## src/common/mcsr_map.vh

```
// Register map and field constants for the monitor config/status bank
`ifndef MCSR_MAP_VH
`define MCSR_MAP_VH

`define MCSR_ADDR_FAILSAFE 8'h3d
`define MCSR_ADDR_MAKER 8'h3e
`define MCSR_ADDR_VERSION 8'h3f
`define MCSR_ADDR_CONFIG1 8'h40
`define MCSR_ADDR_STATUS1 8'h41

`define MCSR_RST_FAILSAFE 8'h00
`define MCSR_RST_CONFIG1 8'h84
`define MCSR_RST_STATUS1 8'h00
`define MCSR_FAILSAFE_OFF 8'h80

`define MCSR_CFG_RUN 0
`define MCSR_CFG_LOCK 1
`define MCSR_CFG_READY 2
`define MCSR_CFG_BOOST 3
`define MCSR_CFG_LINK 4
`define MCSR_CFG_OVT 5
`define MCSR_CFG_AVG_HI 7
`define MCSR_CFG_AVG_LO 6

`define MCSR_VER_LINK_CAP 1'b1
`define MCSR_VER_FOURWIRE 1'b1

`define MCSR_DUTY_FULL 8'hff
`define MCSR_UNMAPPED 8'h00
`define MCSR_READY_CYCLES 8'h10
`define MCSR_COUNT_ZERO 8'h00
`define MCSR_COUNT_STEP 8'h01

`define MCSR_RST_RUN 1'b0
`define MCSR_RST_LOCK 1'b0
`define MCSR_RST_BOOST 1'b0
`define MCSR_RST_LINK 1'b0
`define MCSR_RST_OVT 1'b0
`define MCSR_RST_READY 1'b0
`define MCSR_RST_AVG_SEL 2'h2
`define MCSR_RST_FLAGS 7'h00
`define MCSR_RST_RDATA 8'h00
`define MCSR_PIN_IDLE 1'b0
`define MCSR_PIN_MODE_FULL 3'h0

`define MCSR_AVG_SEL_4 2'h0
`define MCSR_AVG_SEL_8 2'h1
`define MCSR_AVG_SEL_16 2'h2
`define MCSR_AVG_CNT_4 6'h04
`define MCSR_AVG_CNT_8 6'h08
`define MCSR_AVG_CNT_16 6'h10
`define MCSR_AVG_CNT_32 6'h20

`endif

```

## src/rtl/mcsr_status_latch.v

```verilog
// Sticky limit flags that clear on read only once the fault has gone
`timescale 1ns/100ps
module mcsr_status_latch (
	// Clock and reset
	input wire clk_i,
	input wire sys_rst_i,
	// Fault levels and read strobe
	input wire [6:0] fault_i,
	input wire clear_rd_i,
	// Latched flags
	output reg [6:0] flag_o
);
	`include "mcsr_map.vh"

	// Live fault wins over the read clear, so no event is lost
	always @(posedge clk_i) begin
		if (sys_rst_i) begin
			flag_o <= `MCSR_RST_FLAGS;
		end else if (clear_rd_i) begin
			flag_o <= fault_i;
		end else begin
			flag_o <= flag_o | fault_i;
		end
	end
endmodule

```

## src/rtl/mcsr_failsafe.v

```verilog
// CPU-link temperature fail-safe comparator with hysteresis
`timescale 1ns/100ps
module mcsr_failsafe (
	// Clock and reset
	input wire clk_i,
	input wire sys_rst_i,
	// Limit, hysteresis and reading
	input wire [7:0] limit_i,
	input wire [7:0] hyst_i,
	input wire [7:0] temp_i,
	input wire temp_valid_i,
	// Fail-safe state
	output reg active_o
);
	`include "mcsr_map.vh"

	wire [8:0] release_level;
	assign release_level = {1'b0, limit_i} - {1'b0, hyst_i};

	always @(posedge clk_i) begin
		if (sys_rst_i) begin
			active_o <= 1'b0;
		end else if (limit_i == `MCSR_FAILSAFE_OFF) begin
			active_o <= 1'b0;
		end else if (temp_valid_i) begin
			if (temp_i > limit_i) begin
				active_o <= 1'b1;
			end else if (release_level[8] || ({1'b0, temp_i} < release_level)) begin
				active_o <= 1'b0;
			end
		end
	end
endmodule

```

## src/rtl/mcsr_regs.v

```verilog
// Config/status register bank of the hardware monitor
`timescale 1ns/100ps
module mcsr_regs #(
	parameter [3:0] FAMILY_VERSION = 4'h1, // Arbitrary value
	parameter [1:0] SILICON_REV = 2'h0,    // Arbitrary value
	parameter [7:0] MAKER_CODE = 8'h5a     // Arbitrary value
) (
	// Clock and reset
	input wire clk_i,
	input wire sys_rst_i,
	// Register access from the serial slave
	input wire [7:0] reg_addr_i,
	input wire [7:0] reg_wdata_i,
	input wire reg_wr_i,
	input wire reg_rd_i,
	output reg [7:0] reg_rdata_o,
	// Measurement side
	input wire [6:0] limit_fault_i,
	input wire [7:0] status_two_i,
	input wire [7:0] link_temp_i,
	input wire link_temp_valid_i,
	input wire [7:0] failsafe_hyst_i,
	input wire overtemp_pin_i,
	input wire [2:0] overtemp_mode_i,
	input wire [7:0] computed_duty_i,
	input wire [7:0] max_duty_i,
	// Control outputs
	output reg [7:0] pwm_duty_o,
	output wire monitor_run_o,
	output wire use_default_limits_o,
	output wire cpu_link_monitor_enable_o,
	output reg [5:0] average_count_o,
	output wire alert_req_o,
	output wire failsafe_active_o
);
	`include "mcsr_map.vh"

	// Config fields
	reg [7:0] cpu_fan_failsafe_limit;
	reg monitor_run;
	reg lock;
	reg full_speed_force;
	reg cpu_link_monitor_enable;
	reg overtemp_pin_override;
	reg [1:0] average_length_sel;

	// Power-up and pin synchroniser
	reg powerup_done_flag;
	reg [7:0] ready_count;
	reg ovt_sync1;
	reg ovt_sync2;

	// Datapath
	reg [7:0] next_duty;
	reg [7:0] rd_mux;
	wire [6:0] limit_flags;
	wire out_of_limit_summary;
	wire rd_status;
	wire cfg_write;
	wire limit_write;
	wire pin_override_hit;
	wire [7:0] version_word;
	wire [7:0] config_word;
	wire [7:0] status_word;

	function wr_hit;
		input [7:0] a;
		input [7:0] target;
		input we;
		begin
			wr_hit = we && (a == target);
		end
	endfunction

	// A lockable field takes a write only while the bank is unlocked
	function lockable_write;
		input hit;
		input locked;
		begin
			lockable_write = hit && !locked;
		end
	endfunction

	// Readings per averaged value
	function [5:0] avg_readings;
		input [1:0] sel;
		begin
			case (sel)
			`MCSR_AVG_SEL_4: avg_readings = `MCSR_AVG_CNT_4;
			`MCSR_AVG_SEL_8: avg_readings = `MCSR_AVG_CNT_8;
			`MCSR_AVG_SEL_16: avg_readings = `MCSR_AVG_CNT_16;
			default: avg_readings = `MCSR_AVG_CNT_32;
			endcase
		end
	endfunction

	// Duty priority: every full-duty cause ahead of the pin override choice
	function [7:0] duty_pick;
		input run;
		input failsafe;
		input boost;
		input pin_hit;
		input [2:0] mode;
		input [7:0] max_duty;
		input [7:0] computed;
		begin
			if (!run) begin
				duty_pick = `MCSR_DUTY_FULL;
			end else if (failsafe) begin
				duty_pick = `MCSR_DUTY_FULL;
			end else if (boost) begin
				duty_pick = `MCSR_DUTY_FULL;
			end else if (pin_hit && (mode == `MCSR_PIN_MODE_FULL)) begin
				duty_pick = `MCSR_DUTY_FULL;
			end else if (pin_hit) begin
				duty_pick = max_duty;
			end else begin
				duty_pick = computed;
			end
		end
	endfunction

	// Config byte as the host sees it
	function [7:0] pack_config;
		input [1:0] avg_sel;
		input ovt;
		input link;
		input boost;
		input ready;
		input locked;
		input run;
		begin
			pack_config = {avg_sel, ovt, link, boost, ready, locked, run};
		end
	endfunction

	// Read mux over the five registers of this bank
	function [7:0] read_mux;
		input [7:0] a;
		input [7:0] limit;
		input [7:0] version;
		input [7:0] cfg;
		input [7:0] status;
		begin
			case (a)
			`MCSR_ADDR_FAILSAFE: read_mux = limit;
			`MCSR_ADDR_MAKER: read_mux = MAKER_CODE;
			`MCSR_ADDR_VERSION: read_mux = version;
			`MCSR_ADDR_CONFIG1: read_mux = cfg;
			`MCSR_ADDR_STATUS1: read_mux = status;
			default: read_mux = `MCSR_UNMAPPED;
			endcase
		end
	endfunction

	assign rd_status = reg_rd_i && (reg_addr_i == `MCSR_ADDR_STATUS1);
	assign cfg_write = wr_hit(reg_addr_i, `MCSR_ADDR_CONFIG1, reg_wr_i);
	assign limit_write = lockable_write(wr_hit(reg_addr_i, `MCSR_ADDR_FAILSAFE, reg_wr_i), lock);
	assign pin_override_hit = overtemp_pin_override && ovt_sync2;
	assign version_word = {FAMILY_VERSION, `MCSR_VER_FOURWIRE,
		`MCSR_VER_LINK_CAP, SILICON_REV};
	assign config_word = pack_config(average_length_sel, overtemp_pin_override,
		cpu_link_monitor_enable, full_speed_force, powerup_done_flag, lock, monitor_run);
	assign status_word = {out_of_limit_summary, limit_flags};

	mcsr_status_latch u_latch (
		.clk_i(clk_i),
		.sys_rst_i(sys_rst_i),
		.fault_i(limit_fault_i),
		.clear_rd_i(rd_status),
		.flag_o(limit_flags)
	);

	mcsr_failsafe u_failsafe (
		.clk_i(clk_i),
		.sys_rst_i(sys_rst_i),
		.limit_i(cpu_fan_failsafe_limit),
		.hyst_i(failsafe_hyst_i),
		.temp_i(link_temp_i),
		.temp_valid_i(link_temp_valid_i),
		.active_o(failsafe_active_o)
	);

	assign out_of_limit_summary = |status_two_i;
	assign alert_req_o = (|limit_flags) | out_of_limit_summary;
	assign monitor_run_o = monitor_run;
	assign use_default_limits_o = ~monitor_run;
	assign cpu_link_monitor_enable_o = cpu_link_monitor_enable;

	// Overtemp pin is asynchronous to the core clock
	always @(posedge clk_i) begin
		if (sys_rst_i) begin
			ovt_sync1 <= `MCSR_PIN_IDLE;
		end else begin
			ovt_sync1 <= overtemp_pin_i;
		end
	end

	// Only the second stage is read by the duty logic
	always @(posedge clk_i) begin
		if (sys_rst_i) begin
			ovt_sync2 <= `MCSR_PIN_IDLE;
		end else begin
			ovt_sync2 <= ovt_sync1;
		end
	end

	// Ready comes after a short settle count; a real part waits on its analog bring-up
	always @(posedge clk_i) begin
		if (sys_rst_i) begin
			ready_count <= `MCSR_COUNT_ZERO;
		end else if (ready_count != `MCSR_READY_CYCLES) begin
			ready_count <= ready_count + `MCSR_COUNT_STEP;
		end
	end

	always @(posedge clk_i) begin
		if (sys_rst_i) begin
			powerup_done_flag <= `MCSR_RST_READY;
		end else if (ready_count == `MCSR_READY_CYCLES) begin
			powerup_done_flag <= 1'b1;
		end
	end

	// Limit is lockable; writes to read-only registers fall through
	always @(posedge clk_i) begin
		if (sys_rst_i) begin
			cpu_fan_failsafe_limit <= `MCSR_RST_FAILSAFE;
		end else if (limit_write) begin
			cpu_fan_failsafe_limit <= reg_wdata_i;
		end
	end

	// Run stays writable after lock
	always @(posedge clk_i) begin
		if (sys_rst_i) begin
			monitor_run <= `MCSR_RST_RUN;
		end else if (cfg_write) begin
			monitor_run <= reg_wdata_i[`MCSR_CFG_RUN];
		end
	end

	// Boost stays writable after lock
	always @(posedge clk_i) begin
		if (sys_rst_i) begin
			full_speed_force <= `MCSR_RST_BOOST;
		end else if (cfg_write) begin
			full_speed_force <= reg_wdata_i[`MCSR_CFG_BOOST];
		end
	end

	// Write-once: a set lock blocks its own rewrite; only reset (power-up) clears it
	always @(posedge clk_i) begin
		if (sys_rst_i) begin
			lock <= `MCSR_RST_LOCK;
		end else if (lockable_write(cfg_write, lock)) begin
			lock <= reg_wdata_i[`MCSR_CFG_LOCK];
		end
	end

	// Link monitor enable freezes at lock
	always @(posedge clk_i) begin
		if (sys_rst_i) begin
			cpu_link_monitor_enable <= `MCSR_RST_LINK;
		end else if (lockable_write(cfg_write, lock)) begin
			cpu_link_monitor_enable <= reg_wdata_i[`MCSR_CFG_LINK];
		end
	end

	// Pin override freezes at lock
	always @(posedge clk_i) begin
		if (sys_rst_i) begin
			overtemp_pin_override <= `MCSR_RST_OVT;
		end else if (lockable_write(cfg_write, lock)) begin
			overtemp_pin_override <= reg_wdata_i[`MCSR_CFG_OVT];
		end
	end

	// Averaging select freezes at lock
	always @(posedge clk_i) begin
		if (sys_rst_i) begin
			average_length_sel <= `MCSR_RST_AVG_SEL;
		end else if (lockable_write(cfg_write, lock)) begin
			average_length_sel <= reg_wdata_i[`MCSR_CFG_AVG_HI:`MCSR_CFG_AVG_LO];
		end
	end

	always @(posedge clk_i) begin
		if (sys_rst_i) begin
			average_count_o <= avg_readings(`MCSR_RST_AVG_SEL);
		end else begin
			average_count_o <= avg_readings(average_length_sel);
		end
	end

	always @* begin
		next_duty = duty_pick(monitor_run, failsafe_active_o, full_speed_force,
			pin_override_hit, overtemp_mode_i, max_duty_i, computed_duty_i);
	end

	always @(posedge clk_i) begin
		if (sys_rst_i) begin
			pwm_duty_o <= `MCSR_DUTY_FULL;
		end else begin
			pwm_duty_o <= next_duty;
		end
	end

	always @* begin
		rd_mux = read_mux(reg_addr_i, cpu_fan_failsafe_limit, version_word,
			config_word, status_word);
	end

	always @(posedge clk_i) begin
		if (sys_rst_i) begin
			reg_rdata_o <= `MCSR_RST_RDATA;
		end else if (reg_rd_i) begin
			reg_rdata_o <= rd_mux;
		end
	end
endmodule

```

## config.mk

```make
export PLATFORM = sky130hd
export DESIGN_NAME = mcsr_regs
export DESIGN_NICKNAME = d
export VERILOG_FILES = /design/src/rtl/mcsr_status_latch.v /design/src/rtl/mcsr_failsafe.v /design/src/rtl/mcsr_regs.v
export VERILOG_INCLUDE_DIRS = /design/src /design/src/common
export SDC_FILE = /design/constraint.sdc
export NUM_CORES = 1
export LEC_CHECK = 0
export BUFFER_PORTS_ARGS = -buffer_cell sky130_fd_sc_hd__clkbuf_2
export CAP_MARGIN = 25
export CORE_AREA = 4 4 81 83
export CTS_BUF_LIST = sky130_fd_sc_hd__clkbuf_4
export DETAILED_ROUTE_END_ITERATION = 8
export DIE_AREA = 0 0 85 87
export PLACE_DENSITY = 0.81
export SYNTH_ARGS = -nofsm -noshare
export SYNTH_HDL_FRONTEND = slang
export SYNTH_HIERARCHICAL = 1
export SYNTH_SLANG_ARGS = --single-unit
```

## constraint.sdc

```tcl
create_clock -name clk_i -period 3.8 [get_ports clk_i]
set_input_delay 0.76 -clock clk_i [delete_from_list [all_inputs] [get_ports clk_i]]
set_output_delay 0.76 -clock clk_i [all_outputs]
set_load 0.1 [all_outputs]
```

==> summary.txt <==
=================================================================================
Run status                                                           complete, no violations
Reg-to-reg setup timing slack                                              660 ps
Worst Hold Slack                                                           464 ps
Standard cell area after detailed placement                          0.00356 sq mm
Pin slew with the least headroom to its limit                              674 ps
Yosys Warn Count                                                                6
Number of antenna violations at the first check in global routing               0
Total wire length                                                         7.55 mm
CTS H-Tree Depth                                                                2
Hold buffers post-CTS                                                           0
Count of endpoints failing setup in the final report                            0
Ratio of cells with drive above 1 in the final layout                       26.1%
Overall Global Routing Usage                                                20.5%
Initial core utilization                                                    51.6%
Top_reg_cell synth                                                   sky130_fd_sc_hd__dfxtp_1
Remaining routing DRC violations                                                0
Pin count of the biggest net entering global routing                           40
Reg-to-reg critical path startpoint                                  cpu_fan_failsafe_limit[0]
Setup_tns                                                                    0 ps
Standard cell core area                                              0.00585 sq mm
Total power per unit cell area                                        276 mW/mm^2
Post-synthesis cell area                                             0.00302 sq mm
Via density                                                                  5.48
Total power consumption of the routed design                               999 uW
TritonCTS Buffers                                                               5
Worst Reg-to-Reg Cells                                                         14
Overflow left after global routing                                              0
I/O pins                                                                       99
Number of enable-type register cells in the synthesized netlist                 0
Share of synthesized area occupied by flip-flops and latches                35.8%
Required time at the worst-slack endpoint                                 4120 ps
Final Instance Area                                                  0.00362 sq mm
Post-placement setup slack                                                 396 ps
Antenna cell count                                                              0
Synthesized instance count                                                    349
Worst-path clk slew                                                        150 ps
Worst hold path endpoint                                                ovt_sync2
List of most frequent post-synthesis cells                           sky130_fd_sc_hd__dfxtp_1, sky130_fd_sc_hd__nor2_1, sky130_fd_sc_hd__inv_1
Max frequency                                                           0.319 GHz
Detailed router's first-iteration violation count                             115
Residual antenna-violating net count after detailed routing                     0
Clock tree from TritonCTS                                                   built
Number of global-route vias before repair                                    2680
Type of origin of the critical path                                     flip-flop
Full die area                                                        0.00740 sq mm
Per-instance average area after synthesis                              8.65 sq um
Slew headroom                                                               55.0%
Asr flop ratio synth                                                           0%
Clock Tree Buf Depth                                                            2
Placer congestion estimate                                                  0.888
Shortest period the worst path allows                                     3140 ps
Setup slack after layout                                                   665 ps
Root Driver                                                          sky130_fd_sc_hd__clkbuf_4
Top cell type by total area after synthesis                          sky130_fd_sc_hd__dfxtp_1
Capture instance of the worst register-to-register path              u_failsafe/active_o
Maximum clock skew at final layout                                        11.7 ps
Detailed placer's ending HPWL                                             6.13 mm
Port Buf Inserts                                                               96
Path class of the lowest-slack min-delay path                        flip-flop to flip-flop
Ranking of synthesized cells by area                                 sky130_fd_sc_hd__dfxtp_1, sky130_fd_sc_hd__ha_1, sky130_fd_sc_hd__mux2i_1
Final Max Slew Viols                                                            0
Share of Yosys cell area claimed by the top area cell type                  35.8%
Clock insertion delay at the later pin of the skew report                  370 ps
Vertical die dimension                                                      87 um
Area Overhead vs Synth                                                      19.9%
Net count of the finished layout                                              542
CP max FO                                                                       4
First-pass GRT wire length                                                12.4 mm
Number of maximum-capacitance violations                                        0
Worst hold path startpoint                                              ovt_sync1
Post-CTS Setup Inserts                                                          0
DR WL/cell                                                                14.5 um
Post-cts sizing count                                                           0
Site row count                                                                 28
Cells on Worst Hold Path                                                        1
Endpoint class of the critical path                                     flip-flop
Horizontal die dimension                                                    85 um
RSZ-0062 raised after global routing                                           no
Number of library cell types mapped by synthesis                               60
Worst endpoint data arrival time                                          3450 ps
Dominant cell by count in the synthesized netlist                    sky130_fd_sc_hd__dfxtp_1
VDD IR max                                                               0.250 mV
Number of vias after detailed routing                                        2851
Final cycle utilization of the critical path                                82.5%
Number of optimization iterations in the first detailed-route pass              5
Final count of hold timing violations                                           0
Flop and latch count out of synthesis                                          54
Leakage power of the design                                               1.67 nW
CP Class                                                             flip-flop to flip-flop
Clock net sink count                                                           54
=================================================================================
critical path: stages, from the launching register on:
cell                       delay [ps]
sky130_fd_sc_hd__dfxtp_1          450
sky130_fd_sc_hd__inv_1            110
sky130_fd_sc_hd__ha_1             240
sky130_fd_sc_hd__fa_1             410
sky130_fd_sc_hd__and2b_1          230
sky130_fd_sc_hd__o31a_2           150
sky130_fd_sc_hd__o21ai_0           80
sky130_fd_sc_hd__nand2b_1          90
sky130_fd_sc_hd__xnor2_1           70
sky130_fd_sc_hd__ha_1             310
sky130_fd_sc_hd__nand2_1           70
sky130_fd_sc_hd__o21ai_0          190
sky130_fd_sc_hd__nor2_1            60
sky130_fd_sc_hd__or4_1            520
sky130_fd_sc_hd__a21boi_1         120
layout by cell type, fill, tap and decap left out, types with 3 or more instances in the layout:
cell type                  netlist  final
sky130_fd_sc_hd__nand2b_1       12     12
sky130_fd_sc_hd__ha_1           25     25
sky130_fd_sc_hd__nor3_1          5      5
sky130_fd_sc_hd__inv_1          29     29
sky130_fd_sc_hd__nor2b_1         7      7
sky130_fd_sc_hd__clkbuf_4        0      6
sky130_fd_sc_hd__xnor2_1         5      5
sky130_fd_sc_hd__clkbuf_2        0     96
sky130_fd_sc_hd__o211ai_1        3      3
sky130_fd_sc_hd__o21ai_0         8      8
sky130_fd_sc_hd__nor2_1         39     39
sky130_fd_sc_hd__nand3_1        18     18
sky130_fd_sc_hd__a22o_1          6      6
sky130_fd_sc_hd__xor2_1          7      7
sky130_fd_sc_hd__nand2_1        25     25
sky130_fd_sc_hd__a22oi_1         7      7
sky130_fd_sc_hd__or4_1           4      4
sky130_fd_sc_hd__dfxtp_1        54     54
sky130_fd_sc_hd__nor4_1          3      3
sky130_fd_sc_hd__a21oi_1        17     17
sky130_fd_sc_hd__nand4_1         4      4
sky130_fd_sc_hd__o22ai_1         4      4
sky130_fd_sc_hd__and3_1          4      4
sky130_fd_sc_hd__mux2i_1        16     16
state kept, by name, summed over array words and instances (netlist names):
| name | cells |
|---|---|
| cpu_fan_failsafe_limit | 8 |
| pwm_duty_o | 8 |
| ready_count | 8 |
| reg_rdata_o | 8 |
| u_latch/flag_o | 7 |
| average_count_o | 4 |
| average_length_sel | 2 |
| cpu_link_monitor_enable_o | 1 |
| duty_pick.boost | 1 |
| lock | 1 |
| monitor_run_o | 1 |
| overtemp_pin_override | 1 |
| ovt_sync1 | 1 |
| ovt_sync2 | 1 |
| powerup_done_flag | 1 |
| u_failsafe/active_o | 1 |
how the worst max path moves through the flow:
stage,from,endpoint,depth (start not counted)
3_3_place_gp,failsafe_hyst_i[0],u_failsafe/active_o,14
3_5_place_dp,failsafe_hyst_i[0],u_failsafe/active_o,14
2_1_floorplan,failsafe_hyst_i[0],u_failsafe/active_o,13
6_report,cpu_fan_failsafe_limit[0],u_failsafe/active_o,14
5_1_grt,cpu_fan_failsafe_limit[0],u_failsafe/active_o,14
4_1_cts,cpu_fan_failsafe_limit[0],u_failsafe/active_o,14
kinds of logic after synthesis:
kind of cell               synth area share [%]
buffers and inverters                      5.26
and+or+nand+nor                            25.1
other                                     0.124
AOI/OAI and AO/OA                          13.9
DFF                                        35.8
muxes                                      5.30
xor gates and xnor gates                   3.48
adders and majority gates                  11.0
layout make-up:
class	instances	area (sq um)
inverters	29	109
fillers	516	2230
clock inverters	2	13.8
clock buffers	6	45.0
repair buffers	98	495
well taps	75	93.8
flip-flops and latches	54	1080
multi-input cells	256	1780
per-stage QoR:
stage               std cells  utilization, %
CTS                       520            61.9
global placement          512            60.9
global route              520            61.9
finish                    520            61.9
detailed placement        512            60.9
floorplan                 350               -
power breakdown:
part	total [mW]	internal, mW	switching [mW]
clock	0.257	0.0805	0.176
combinational	0.155	0.0677	0.0869
sequential	0.587	0.577	0.0106
total	0.999	0.725	0.274
layer usage:
metal / wire [um] / GRT usage [%] / up-vias
li1: - / - / 1409
met1: 3230 / 26.5 / 1317
met2: 3640 / 35.3 / 112
met3: 566 / 4.16 / 13
met4: 102 / 4.46 / 0
met5: 0 / 0 / -
(Power assumes the default switching activity.)
